## src/inc/rplm_pkg.sv

```systemverilog
/*
 * Constants and types of the receive-port link monitor register bank.
 * Assumes a 10 MHz core clock and a byte-wide local register port.
 */
package rplm_pkg;

   // Widths fixed by the bank layout
   localparam int NUM_PORTS  = 2;
   localparam int FREQ_W     = 16;
   localparam int PAR_W      = 16;

   // Register offsets
   localparam logic [7:0] ADDR_GEN_CFG   = 8'h02;
   localparam logic [7:0] ADDR_PORT_SEL  = 8'h4C;
   localparam logic [7:0] ADDR_PORT_STS1 = 8'h4D;
   localparam logic [7:0] ADDR_PORT_STS2 = 8'h4E;
   localparam logic [7:0] ADDR_FREQ_INT  = 8'h4F;
   localparam logic [7:0] ADDR_FREQ_FRAC = 8'h50;
   localparam logic [7:0] ADDR_ALARM     = 8'h51;
   localparam logic [7:0] ADDR_VOLT      = 8'h52;
   localparam logic [7:0] ADDR_TEMP      = 8'h53;
   localparam logic [7:0] ADDR_PIXERR    = 8'h54;
   localparam logic [7:0] ADDR_PAR_HI    = 8'h55;
   localparam logic [7:0] ADDR_PAR_LO    = 8'h56;
   localparam logic [7:0] ADDR_THR_HI    = 8'hC0;
   localparam logic [7:0] ADDR_THR_LO    = 8'hC1;

   // Field positions
   localparam int GEN_CFG_PAR_EN_BIT = 4;
   localparam int PORT_SEL_BIT       = 0;
   localparam int STS1_PORT_NUM_BIT  = 6;
   localparam int STS1_PAR_FLAG_BIT  = 2;
   localparam int STS2_FREQ_STB_BIT  = 2;

   // Valid bits of the mirrored sensor bytes; reserved bits read zero
   localparam logic [7:0] ALARM_MASK  = 8'h3F;
   localparam logic [7:0] VOLT_MASK   = 8'h77;
   localparam logic [7:0] TEMP_MASK   = 8'h07;
   localparam logic [7:0] PIXERR_MASK = 8'h1F;

   // Reset values
   localparam logic [7:0]       GEN_CFG_RESET  = 8'h10;
   localparam logic [7:0]       SENSOR_RESET   = 8'h00;
   localparam logic [PAR_W-1:0] THR_RESET      = 16'h00FF;
   localparam logic [FREQ_W-1:0] FREQ_RESET    = 16'h0000;

   // Gate of 256 us: edge count equals frequency in 1/256 MHz
   localparam int CLK_PERIOD_NS = 100;
   localparam int GATE_TIME_NS  = 256000;
   localparam int GATE_CYCLES   = GATE_TIME_NS / CLK_PERIOD_NS;
   localparam int GATE_W        = 12;

   typedef logic [7:0] rplm_byte_type;
   typedef logic [3:0][7:0] rplm_sensor_type;

   typedef enum logic [0:0] {
      SNAP_IDLE = 1'b0,
      SNAP_HELD = 1'b1
   } rplm_snap_state_type;

endpackage

```

## src/inc/rplm_freq_if.sv

```systemverilog
/*
 * Carrier between the register bank and one frequency meter.
 * Assumes edge_seen is a one-cycle pulse on the core clock.
 */
interface rplm_freq_if;
   import rplm_pkg::*;
   logic              edge_seen;
   logic [FREQ_W-1:0] count;
   logic              stable;
   modport meter (input edge_seen, output count, output stable);
   modport user  (output edge_seen, input count, input stable);
endinterface

```

## src/rtl/rplm_freq_meter.sv

```systemverilog
/*
 * Gated edge counter for one receive port's link reference.
 * Assumes the edge pulses come from a synchronised pin on clk.
 */
module rplm_freq_meter
   import rplm_pkg::*;
(
   input wire logic  clk,
   input wire logic  resetn,
   rplm_freq_if.meter fif
);

   logic [GATE_W-1:0] gate_cnt_ff;
   logic [FREQ_W-1:0] edge_cnt_ff;
   logic [FREQ_W-1:0] count_ff;
   logic              stable_ff;
   logic              gate_end;

   assign gate_end = (gate_cnt_ff == GATE_W'(GATE_CYCLES - 1));

   always_ff @(posedge clk or negedge resetn) begin
      if (!resetn) begin
         gate_cnt_ff <= '0;
      end else if (gate_end) begin
         gate_cnt_ff <= '0;
      end else begin
         gate_cnt_ff <= gate_cnt_ff + GATE_W'(1);
      end
   end

   // Saturate so a fast input never wraps to a small reading
   always_ff @(posedge clk or negedge resetn) begin
      if (!resetn) begin
         edge_cnt_ff <= '0;
      end else if (gate_end) begin
         edge_cnt_ff <= FREQ_W'(fif.edge_seen);
      end else if (fif.edge_seen && (edge_cnt_ff != '1)) begin
         edge_cnt_ff <= edge_cnt_ff + FREQ_W'(1);
      end
   end

   always_ff @(posedge clk or negedge resetn) begin
      if (!resetn) begin
         count_ff  <= FREQ_RESET;
         stable_ff <= 1'b0;
      end else if (gate_end) begin
         count_ff  <= edge_cnt_ff;
         stable_ff <= (edge_cnt_ff == count_ff);
      end
   end

   assign fif.count  = count_ff;
   assign fif.stable = stable_ff;

endmodule // rplm_freq_meter

```

## src/rtl/rplm_top.sv

```systemverilog
/*
 * Per-port link monitor register bank: frequency reading, mirrored
 * remote sensor status and a clear-on-read parity error counter.
 * Assumes a byte register port from the host-side serial target on clk,
 * and forward-channel, lock and parity pulses on clk.
 */

////////////////////////////////////////////////////////////////////////
// Notes on behaviour
// - each port keeps its own bank; port select steers host access.
// - whole-MHz part of measured link frequency is a read-only byte.
// - fraction in 1/256 MHz is a read-only byte, zero after reset.
// - four sensor bytes load from forward channel, never from host writes.
// - alarm byte holds six remote alarm flags in bits 5 to 0.
// - voltage byte holds two 3-bit samples, bits 7 and 3 zero.
// - temperature byte holds a 3-bit sample, upper bits zero.
// - pixel-interface byte holds five remote error flags in bits 4 to 0.
// - parity errors counted; restart on valid lock and low-byte read.
// - sixteen-bit count split into upper and lower byte registers.
// - upper byte clears when the lower byte is read.
// - reading the lower byte clears it.
// - port parity flag rises above threshold, drops when count cleared.
module rplm_top
   import rplm_pkg::*;
(
   input  wire logic                              clk,
   input  wire logic                              resetn,
   input  wire logic [7:0]                        reg_addr,
   input  wire logic                              reg_wr,
   input  wire logic                              reg_rd,
   input  wire logic [7:0]                        reg_wdata,
   output      logic [7:0]                        reg_rdata_ff,
   input  wire logic [NUM_PORTS-1:0]              link_clk_pin,
   input  wire logic [NUM_PORTS-1:0]              lock_valid,
   input  wire logic [NUM_PORTS-1:0]              par_err,
   input  wire logic [NUM_PORTS-1:0]              fc_load,
   input  wire logic [NUM_PORTS-1:0][31:0]        fc_sensor,
   output      logic [NUM_PORTS-1:0]              par_flag_ff,
   output      logic                              par_check_en_ff
);

   ////////////////////////////////////////////////////////////////////
   // Declarations

   logic [NUM_PORTS-1:0]             sync1_ff;
   logic [NUM_PORTS-1:0]             sync2_ff;
   logic [NUM_PORTS-1:0]             sync3_ff;
   logic [NUM_PORTS-1:0][FREQ_W-1:0] freq_count;
   logic [NUM_PORTS-1:0]             freq_stable;

   logic                             port_sel_ff;
   logic [7:0]                       gen_cfg_ff;

   rplm_sensor_type                  sensor_ff   [NUM_PORTS];
   logic [PAR_W-1:0]                 par_cnt_ff  [NUM_PORTS];
   logic [PAR_W-1:0]                 nxt_par_cnt [NUM_PORTS];
   logic [7:0]                       snap_lo_ff  [NUM_PORTS];
   rplm_snap_state_type              snap_st_ff  [NUM_PORTS];
   logic [PAR_W-1:0]                 thr_ff      [NUM_PORTS];

   logic [NUM_PORTS-1:0]             rd_hi;
   logic [NUM_PORTS-1:0]             rd_lo;
   logic [NUM_PORTS-1:0]             wr_thr_hi;
   logic [NUM_PORTS-1:0]             wr_thr_lo;
   logic [NUM_PORTS-1:0]             par_clear;
   logic [7:0]                       nxt_rdata;

   ////////////////////////////////////////////////////////////////////
   // Functions

   // Keeps only the documented bits of a mirrored sensor byte
   function automatic rplm_byte_type sensor_mask(input int idx, input rplm_byte_type raw);
      rplm_byte_type m;
      m = 8'h00;
      unique case (idx)
         0: m = ALARM_MASK;
         1: m = VOLT_MASK;
         2: m = TEMP_MASK;
         3: m = PIXERR_MASK;
         default: m = 8'h00;
      endcase
      return raw & m;
   endfunction

   function automatic logic hits(input logic [7:0] addr, input logic [7:0] target);
      return addr == target;
   endfunction

   ////////////////////////////////////////////////////////////////////
   // Link reference synchroniser and frequency meters

   // Third stage only feeds the edge detector, never the first stage
   always_ff @(posedge clk or negedge resetn) begin
      if (!resetn) begin
         sync1_ff <= '0;
         sync2_ff <= '0;
         sync3_ff <= '0;
      end else begin
         sync1_ff <= link_clk_pin;
         sync2_ff <= sync1_ff;
         sync3_ff <= sync2_ff;
      end
   end

   for (genvar p = 0; p < NUM_PORTS; p++) begin : g_meter
      rplm_freq_if fif ();

      assign fif.edge_seen  = sync2_ff[p] & ~sync3_ff[p];
      assign freq_count[p]  = fif.count;
      assign freq_stable[p] = fif.stable;

      rplm_freq_meter rplm_freq_meter_inst (
         .clk    (clk),
         .resetn (resetn),
         .fif    (fif.meter)
      );
   end

   ////////////////////////////////////////////////////////////////////
   // Global configuration: port select and parity checker enable

   always_ff @(posedge clk or negedge resetn) begin
      if (!resetn) begin
         port_sel_ff <= 1'b0;
      end else if (reg_wr && hits(reg_addr, ADDR_PORT_SEL)) begin
         port_sel_ff <= reg_wdata[PORT_SEL_BIT];
      end
   end

   always_ff @(posedge clk or negedge resetn) begin
      if (!resetn) begin
         gen_cfg_ff <= GEN_CFG_RESET;
      end else if (reg_wr && hits(reg_addr, ADDR_GEN_CFG)) begin
         gen_cfg_ff <= reg_wdata;
      end
   end

   // Checker enable leaves the block; host clears it before reading count
   always_ff @(posedge clk or negedge resetn) begin
      if (!resetn) begin
         par_check_en_ff <= GEN_CFG_RESET[GEN_CFG_PAR_EN_BIT];
      end else if (reg_wr && hits(reg_addr, ADDR_GEN_CFG)) begin
         par_check_en_ff <= reg_wdata[GEN_CFG_PAR_EN_BIT];
      end
   end

   ////////////////////////////////////////////////////////////////////
   // Per-port access strobes

   always_comb begin
      for (int p = 0; p < NUM_PORTS; p++) begin
         rd_hi[p]     = reg_rd && (port_sel_ff == p[0]) && hits(reg_addr, ADDR_PAR_HI);
         rd_lo[p]     = reg_rd && (port_sel_ff == p[0]) && hits(reg_addr, ADDR_PAR_LO);
         wr_thr_hi[p] = reg_wr && (port_sel_ff == p[0]) && hits(reg_addr, ADDR_THR_HI);
         wr_thr_lo[p] = reg_wr && (port_sel_ff == p[0]) && hits(reg_addr, ADDR_THR_LO);
         par_clear[p] = rd_lo[p] || lock_valid[p];
      end
   end

   ////////////////////////////////////////////////////////////////////
   // Mirrored remote sensor status

   // Host writes never reach these bytes; only the forward channel loads
   always_ff @(posedge clk or negedge resetn) begin
      if (!resetn) begin
         for (int p = 0; p < NUM_PORTS; p++) begin
            sensor_ff[p] <= {4{SENSOR_RESET}};
         end
      end else begin
         for (int p = 0; p < NUM_PORTS; p++) begin
            if (fc_load[p]) begin
               for (int i = 0; i < 4; i++) begin
                  sensor_ff[p][i] <= sensor_mask(i, fc_sensor[p][i*8 +: 8]);
               end
            end
         end
      end
   end

   ////////////////////////////////////////////////////////////////////
   // Parity error counter

   // An error in the clearing cycle survives as a count of one
   always_comb begin
      for (int p = 0; p < NUM_PORTS; p++) begin
         if (par_clear[p]) begin
            nxt_par_cnt[p] = PAR_W'(par_err[p] && par_check_en_ff);
         end else if (par_err[p] && par_check_en_ff && (par_cnt_ff[p] != '1)) begin
            nxt_par_cnt[p] = par_cnt_ff[p] + PAR_W'(1);
         end else begin
            nxt_par_cnt[p] = par_cnt_ff[p];
         end
      end
   end

   // Both bytes clear together on a low read
   always_ff @(posedge clk or negedge resetn) begin
      if (!resetn) begin
         for (int p = 0; p < NUM_PORTS; p++) begin
            par_cnt_ff[p] <= '0;
         end
      end else begin
         for (int p = 0; p < NUM_PORTS; p++) begin
            par_cnt_ff[p] <= nxt_par_cnt[p];
         end
      end
   end

   ////////////////////////////////////////////////////////////////////
   // Coherent capture of the low byte

   // Upper read freezes the low byte so a later low read matches it
   always_ff @(posedge clk or negedge resetn) begin
      if (!resetn) begin
         for (int p = 0; p < NUM_PORTS; p++) begin
            snap_st_ff[p] <= SNAP_IDLE;
            snap_lo_ff[p] <= 8'h00;
         end
      end else begin
         for (int p = 0; p < NUM_PORTS; p++) begin
            unique case (snap_st_ff[p])
               SNAP_IDLE: begin
                  if (rd_hi[p]) begin
                     snap_st_ff[p] <= SNAP_HELD;
                     snap_lo_ff[p] <= par_cnt_ff[p][7:0];
                  end
               end
               SNAP_HELD: begin
                  if (par_clear[p]) begin
                     snap_st_ff[p] <= SNAP_IDLE;
                  end else if (rd_hi[p]) begin
                     snap_lo_ff[p] <= par_cnt_ff[p][7:0];
                  end
               end
            endcase
         end
      end
   end

   ////////////////////////////////////////////////////////////////////
   // Threshold and parity flag

   always_ff @(posedge clk or negedge resetn) begin
      if (!resetn) begin
         for (int p = 0; p < NUM_PORTS; p++) begin
            thr_ff[p] <= THR_RESET;
         end
      end else begin
         for (int p = 0; p < NUM_PORTS; p++) begin
            if (wr_thr_hi[p]) begin
               thr_ff[p][15:8] <= reg_wdata;
            end
            if (wr_thr_lo[p]) begin
               thr_ff[p][7:0] <= reg_wdata;
            end
         end
      end
   end

   // Sticky until the count itself is cleared
   always_ff @(posedge clk or negedge resetn) begin
      if (!resetn) begin
         par_flag_ff <= '0;
      end else begin
         for (int p = 0; p < NUM_PORTS; p++) begin
            if (par_clear[p]) begin
               par_flag_ff[p] <= 1'b0;
            end else if (par_cnt_ff[p] > thr_ff[p]) begin
               par_flag_ff[p] <= 1'b1;
            end
         end
      end
   end

   ////////////////////////////////////////////////////////////////////
   // Read data

   always_comb begin
      logic p;
      p         = port_sel_ff;
      nxt_rdata = 8'h00;
      unique case (reg_addr)
         ADDR_GEN_CFG: begin
            nxt_rdata = gen_cfg_ff;
         end
         ADDR_PORT_SEL: begin
            nxt_rdata = {7'h00, port_sel_ff};
         end
         ADDR_PORT_STS1: begin
            nxt_rdata[STS1_PORT_NUM_BIT] = p;
            nxt_rdata[STS1_PAR_FLAG_BIT] = par_flag_ff[p];
         end
         ADDR_PORT_STS2: begin
            nxt_rdata[STS2_FREQ_STB_BIT] = freq_stable[p];
         end
         ADDR_FREQ_INT: begin
            nxt_rdata = freq_count[p][15:8];
         end
         ADDR_FREQ_FRAC: begin
            nxt_rdata = freq_count[p][7:0];
         end
         ADDR_ALARM: begin
            nxt_rdata = sensor_ff[p][0];
         end
         ADDR_VOLT: begin
            nxt_rdata = sensor_ff[p][1];
         end
         ADDR_TEMP: begin
            nxt_rdata = sensor_ff[p][2];
         end
         ADDR_PIXERR: begin
            nxt_rdata = sensor_ff[p][3];
         end
         ADDR_PAR_HI: begin
            nxt_rdata = par_cnt_ff[p][15:8];
         end
         ADDR_PAR_LO: begin
            if (snap_st_ff[p] == SNAP_HELD) begin
               nxt_rdata = snap_lo_ff[p];
            end else begin
               nxt_rdata = par_cnt_ff[p][7:0];
            end
         end
         ADDR_THR_HI: begin
            nxt_rdata = thr_ff[p][15:8];
         end
         ADDR_THR_LO: begin
            nxt_rdata = thr_ff[p][7:0];
         end
         default: begin
            nxt_rdata = 8'h00;
         end
      endcase
   end

   // Holds the last answer between reads
   always_ff @(posedge clk or negedge resetn) begin
      if (!resetn) begin
         reg_rdata_ff <= 8'h00;
      end else if (reg_rd) begin
         reg_rdata_ff <= nxt_rdata;
      end
   end

endmodule // rplm_top

```

## config.mk

```make
export PLATFORM = sky130hd
export DESIGN_NAME = rplm_top
export DESIGN_NICKNAME = d
export VERILOG_FILES = /design/src/inc/rplm_pkg.sv /design/src/inc/rplm_freq_if.sv /design/src/rtl/rplm_freq_meter.sv /design/src/rtl/rplm_top.sv
export SDC_FILE = /design/constraint.sdc
export NUM_CORES = 1
export LEC_CHECK = 0
export ABC_CLOCK_PERIOD_IN_PS = 1600
export BUFFER_PORTS_ARGS = -buffer_cell sky130_fd_sc_hd__buf_4
export CAP_MARGIN = 10
export CORE_AREA = 2 2 157 159
export CTS_BUF_LIST = sky130_fd_sc_hd__clkbuf_4 sky130_fd_sc_hd__clkbuf_8 sky130_fd_sc_hd__clkbuf_16
export CTS_CLUSTER_DIAMETER = 80
export CTS_CLUSTER_SIZE = 8
export DETAILED_ROUTE_END_ITERATION = 8
export DIE_AREA = 0 0 159 161
export PLACE_DENSITY = 0.76
export SLEW_MARGIN = 20
export SYNTH_ARGS = -nofsm -noshare
export SYNTH_HDL_FRONTEND = slang
export SYNTH_HIERARCHICAL = 1
export SYNTH_SLANG_ARGS = --single-unit
```

## constraint.sdc

```tcl
create_clock -name clk -period 1.6 [get_ports clk]
set_input_delay 0.24 -clock clk [delete_from_list [all_inputs] [get_ports clk]]
set_output_delay 0.24 -clock clk [all_outputs]
set_load 0.1 [all_outputs]
```

==> flow_summary.html <==
<table>
<tr><th>Metric</th><th>Value</th></tr>
<tr><th colspan="2">Run status</th></tr>
<tr><td>Status</td><td>finished with violations</td></tr>
<tr><td>Failing checks</td><td>setup timing</td></tr>
<tr><th colspan="2">Floorplanning</th></tr>
<tr><td>Height of the die</td><td>161 um</td></tr>
<tr><td>FP Rows</td><td>57</td></tr>
<tr><td>DIE AREA</td><td>0.0256 mm2</td></tr>
<tr><td>Number of top-level pins</td><td>103</td></tr>
<tr><td>Width of the chip</td><td>159 um</td></tr>
<tr><td>Starting density of the core</td><td>54.1%</td></tr>
<tr><td>Core Footprint</td><td>0.0240 mm2</td></tr>
<tr><th colspan="2">Timing</th></tr>
<tr><td>Headroom to the max-slew limit</td><td>53.0%</td></tr>
<tr><td>Setup WS post-layout</td><td>-0.257 ns</td></tr>
<tr><td>Final Hold Violating Endpoints</td><td>0</td></tr>
<tr><td>Skew final</td><td>0.0272 ns</td></tr>
<tr><td>Transition time of the tightest slew-check pin</td><td>~0.70 ns</td></tr>
<tr><td>Finish-stage setup viols</td><td>between 80 and 90</td></tr>
<tr><td>Highest clock frequency the design can meet</td><td>0.538 GHz</td></tr>
<tr><td>Unrepaired setup endpoints after global routing</td><td>yes</td></tr>
<tr><td>Share of the clock period used by the worst path</td><td>116%</td></tr>
<tr><td>Number of pins with negative max-slew slack in the final report</td><td>0</td></tr>
<tr><td>Min Tclk post-route</td><td>1.86 ns</td></tr>
<tr><th colspan="2">Synthesis</th></tr>
<tr><td>Post-Syn Nets</td><td>1309</td></tr>
<tr><td>Distinct cell type count after synthesis</td><td>83</td></tr>
<tr><td>Cell area after technology mapping</td><td>about 0.013 mm2</td></tr>
<tr><td>Count of synthesis-stage warnings from yosys</td><td>6</td></tr>
<tr><td>Syn Area/Cell</td><td>11.0 um2</td></tr>
<tr><td>Post-synthesis sequential area ratio</td><td>45.9%</td></tr>
<tr><td>Primary flip-flop cell chosen by synthesis mapping</td><td>sky130_fd_sc_hd__dfrtp_1</td></tr>
<tr><td>Post-synthesis register bit count</td><td>237</td></tr>
<tr><td>Cells after synthesis</td><td>1179</td></tr>
<tr><td>Number of flops mapped to enable cells by yosys</td><td>0</td></tr>
<tr><td>Share of synthesized flip-flops with an asynchronous set or reset</td><td>100%</td></tr>
<tr><th colspan="2">Final layout</th></tr>
<tr><td>Filler Cells Inserted</td><td>approximately 1400</td></tr>
<tr><td>Synthesis-to-layout area growth</td><td>44.4%</td></tr>
<tr><td>Final Net Count</td><td>around 1700</td></tr>
<tr><td>Final Util</td><td>slightly below 80%</td></tr>
<tr><td>Antenna fix cells</td><td>0</td></tr>
<tr><td>Proportion of layout cells with a drive suffix above 1</td><td>48.2%</td></tr>
<tr><td>Most used cells in the layout excluding fill and tap cells</td><td>sky130_fd_sc_hd__buf_4 (311), sky130_fd_sc_hd__dfrtp_1 (209), sky130_fd_sc_hd__mux2_2 (109), sky130_fd_sc_hd__nand2_1 (62), sky130_fd_sc_hd__xor2_1 (62)</td></tr>
<tr><td>Most frequent standard cell in the layout excluding fill and tap cells</td><td>sky130_fd_sc_hd__buf_4</td></tr>
<tr><th colspan="2">CTS</th></tr>
<tr><td>Clock insertion delay at the later pin of the skew report</td><td>between 0.5 and 0.6 ns</td></tr>
<tr><td>Num Clock Sinks</td><td>around 240</td></tr>
<tr><td>CTS Root Cell</td><td>sky130_fd_sc_hd__clkbuf_16</td></tr>
<tr><td>Number of buffers created by CTS</td><td>35</td></tr>
<tr><td>H-Tree Level Count</td><td>2</td></tr>
<tr><td>Buffer levels on the longest clock path</td><td>3</td></tr>
<tr><td>CTS tree</td><td>yes</td></tr>
<tr><td>Clock-pin slew on the worst setup and hold paths</td><td>approximately 0.05 ns</td></tr>
<tr><th colspan="2">Pwr</th></tr>
<tr><td>Static leakage</td><td>8.59 nW</td></tr>
<tr><td>Max IR drop VDD</td><td>1140 uV</td></tr>
<tr><td>Overall power of the completed layout</td><td>16.0 mW</td></tr>
<tr><td>P per Cell Area</td><td>between 800 and 900 mW/mm2</td></tr>
<tr><th colspan="2">Routing</th></tr>
<tr><td># DRC</td><td>0</td></tr>
<tr><td>Number of iterations in the first detailed-routing pass</td><td>6</td></tr>
<tr><td>Via-per-instance ratio</td><td>6.18</td></tr>
<tr><td>Number of DRC markers after the initial detailed-route iteration</td><td>1180</td></tr>
<tr><td>Antenna violation net count after detailed routing</td><td>0</td></tr>
<tr><td>Routed wirelength normalized by instance count</td><td>around 23 um</td></tr>
<tr><td>Overall via count from detail_route</td><td>11800</td></tr>
<tr><td>Total length of routed wires</td><td>43300 um</td></tr>
<tr><th colspan="2">Global routing</th></tr>
<tr><td>Remaining global-route overflow</td><td>0</td></tr>
<tr><td>Global-route wire length before repair</td><td>65100 um</td></tr>
<tr><td>Largest net degree at the start of global routing</td><td>49</td></tr>
<tr><td>Number of global-route vias before repair</td><td>around 12000</td></tr>
<tr><td>Gr usage total</td><td>32.2%</td></tr>
<tr><td>Number of antenna violations at the first check in global routing</td><td>0</td></tr>
<tr><th colspan="2">Placement</th></tr>
<tr><td>Post-DP HPWL</td><td>27400 um</td></tr>
<tr><td>Weighted congestion reported at the end of routability-driven placement</td><td>roughly 0.96</td></tr>
<tr><td>PortBufs</td><td>78</td></tr>
<tr><th colspan="2">Critical path</th></tr>
<tr><td>Setup Crit Path Kind</td><td>reg2reg</td></tr>
<tr><td>Startpoint kind of the worst setup timing path</td><td>register</td></tr>
<tr><td>WP data arrival</td><td>between 2 and 2.5 ns</td></tr>
<tr><td>Crit Path Max Fanout</td><td>4</td></tr>
<tr><td>Critical Path RT</td><td>2.00 ns</td></tr>
<tr><td>CP Capture Type</td><td>register</td></tr>
<tr><th colspan="2">Run</th></tr>
<tr><td>Max capacitance violation total</td><td>0</td></tr>
<tr><th colspan="2">Min path</th></tr>
<tr><td>Hold Path Class</td><td>in2reg</td></tr>
</table>
-- Yosys cell counts (all sizes together), types with 7 or more instances --
master,n,share of area [%]
a21oi,62,2.5
dfstp,17,3.4
xor2,62,4.2
buf,41,1.9
a32oi,9,0.61
nand4,42,2.2
mux2,128,11
o211ai,11,0.64
xnor2,15,1.0
o22ai,7,0.34
dfrtp,220,42
or4,8,0.52
mux2i,43,3.3
o31ai,10,0.58
and4,13,0.88
nand3,46,1.9
or3,22,1.1
mux4,10,1.7
nor2b,12,0.58
clkbuf,17,0.49
o21ai,44,1.7
and3,18,0.87
nor2,65,2.1
nand2,69,2.1
inv,42,1.2
nor3,16,0.66
ha,38,3.7
nor4,15,0.84
-- logic make-up after synthesis --
family	share of synthesized area, %
simple gates	15.6
flops	45.9
buf+inv	3.63
mux	16.4
xor+xnor	5.20
compound gates	9.64
fa+ha+maj	3.67
-- flip-flops by register name (all words and copies together) (netlist names) --
| name | flops |
|---|---|
| sensor_ff | 40 |
| g_meter.rplm_freq_meter_inst/edge_cnt_ff | 32 |
| g_meter.rplm_freq_meter_inst/fif.count | 32 |
| par_cnt_ff | 32 |
| thr_ff | 32 |
| g_meter.rplm_freq_meter_inst/gate_cnt_ff | 24 |
| snap_lo_ff | 16 |
| gen_cfg_ff | 8 |
| reg_rdata_ff | 8 |
| g_meter.rplm_freq_meter_inst/fif.stable | 2 |
| par_flag_ff | 2 |
| snap_st_ff | 2 |
| sync1_ff | 2 |
| sync2_ff | 2 |
| sync3_ff | 2 |
| port_sel_ff | 1 |
-- metal layers --
metal | GRT usage [%] | share of wire, % | vias up
met5 | 0 | 0 | -
met1 | 37.8 | 36 | 5857
met2 | 56.7 | 51 | 640
li1 | - | - | 5115
met3 | 5.29 | 6.9 | 231
met4 | 17.5 | 6.4 | 0
-- worst max-delay path, stage by stage (launching register included) --
cell and delay (ns):
sky130_fd_sc_hd__dfstp_4 0.64, sky130_fd_sc_hd__and2_4 0.15, sky130_fd_sc_hd__nand4_1 0.13, sky130_fd_sc_hd__a311oi_2 0.23, sky130_fd_sc_hd__buf_4 0.19, sky130_fd_sc_hd__nand4_1 0.13, sky130_fd_sc_hd__xor2_1 0.21, sky130_fd_sc_hd__nor2_1 0.06
-- per-stage QoR --
stage          hold slack [ns]  instances  area [um2]  setup TNS [ns]  worst slack (ns)
2_1_floorplan          -0.0556       1179       13300           -4.22            -0.333
3_3_place_gp             0.156       1768       15800          -18.62            -0.315
3_5_place_dp             0.160       1768       15800          -22.28            -0.315
4_1_cts                0.00156       1896       18000           -4.14            -0.179
5_1_grt                 0.0118       1915       18700          -11.76            -0.330
6_report                0.0114       1915       18700           -6.25            -0.257
-- cell type report --
cell class	count	area (um2)	share of cell area [%]
Tap cell	324	405	2.16
Clock buffer	52	1000	5.36
Clock inverter	4	60.1	0.321
Timing Repair Buffer	412	3590	19.2
Multi-Input combinational cell	844	7520	40.2
Sequential cell	237	5980	31.9
Inverter	42	173	0.922
-- worst paths after layout --
check,start,endpoint,slack (ns),cells after the start
hold reg to reg,sync1_ff[1]$_DFF_PN0_,sync2_ff[1]$_DFF_PN0_,0.36,0
hold / removal,reg_wdata[1],thr_ff[17]$_DFFE_PN1P_,0.01,3
setup reg to reg,gen_cfg_ff[4]$_DFFE_PN1P_,par_cnt_ff[15]$_DFFE_PN0P_,-0.26,7
setup / recovery,gen_cfg_ff[4]$_DFFE_PN1P_,par_cnt_ff[15]$_DFFE_PN0P_,-0.26,7
max in group asynchronous,resetn,thr_ff[18]$_DFFE_PN1P_,0.74,3
min in group asynchronous,resetn,par_cnt_ff[22]$_DFFE_PN0P_,0.21,2
-- power breakdown --
group / switching, mW / internal (mW)
clock: 2.78 / 4.35
combinational: 1.24 / 1.12
sequential: 0.261 / 6.29
total: 4.28 / 11.8
-- timing repair --
action,in CTS,in global routing
gates cloned,3,3
pin swaps,57,71
endpoints found under the setup margin,111,122
hold buffers,48,0
setup buffers,24,17
gates resized for setup,101,124
endpoints found under the hold margin,188,0
No activity file was read; power rests on OpenSTA's default activity.
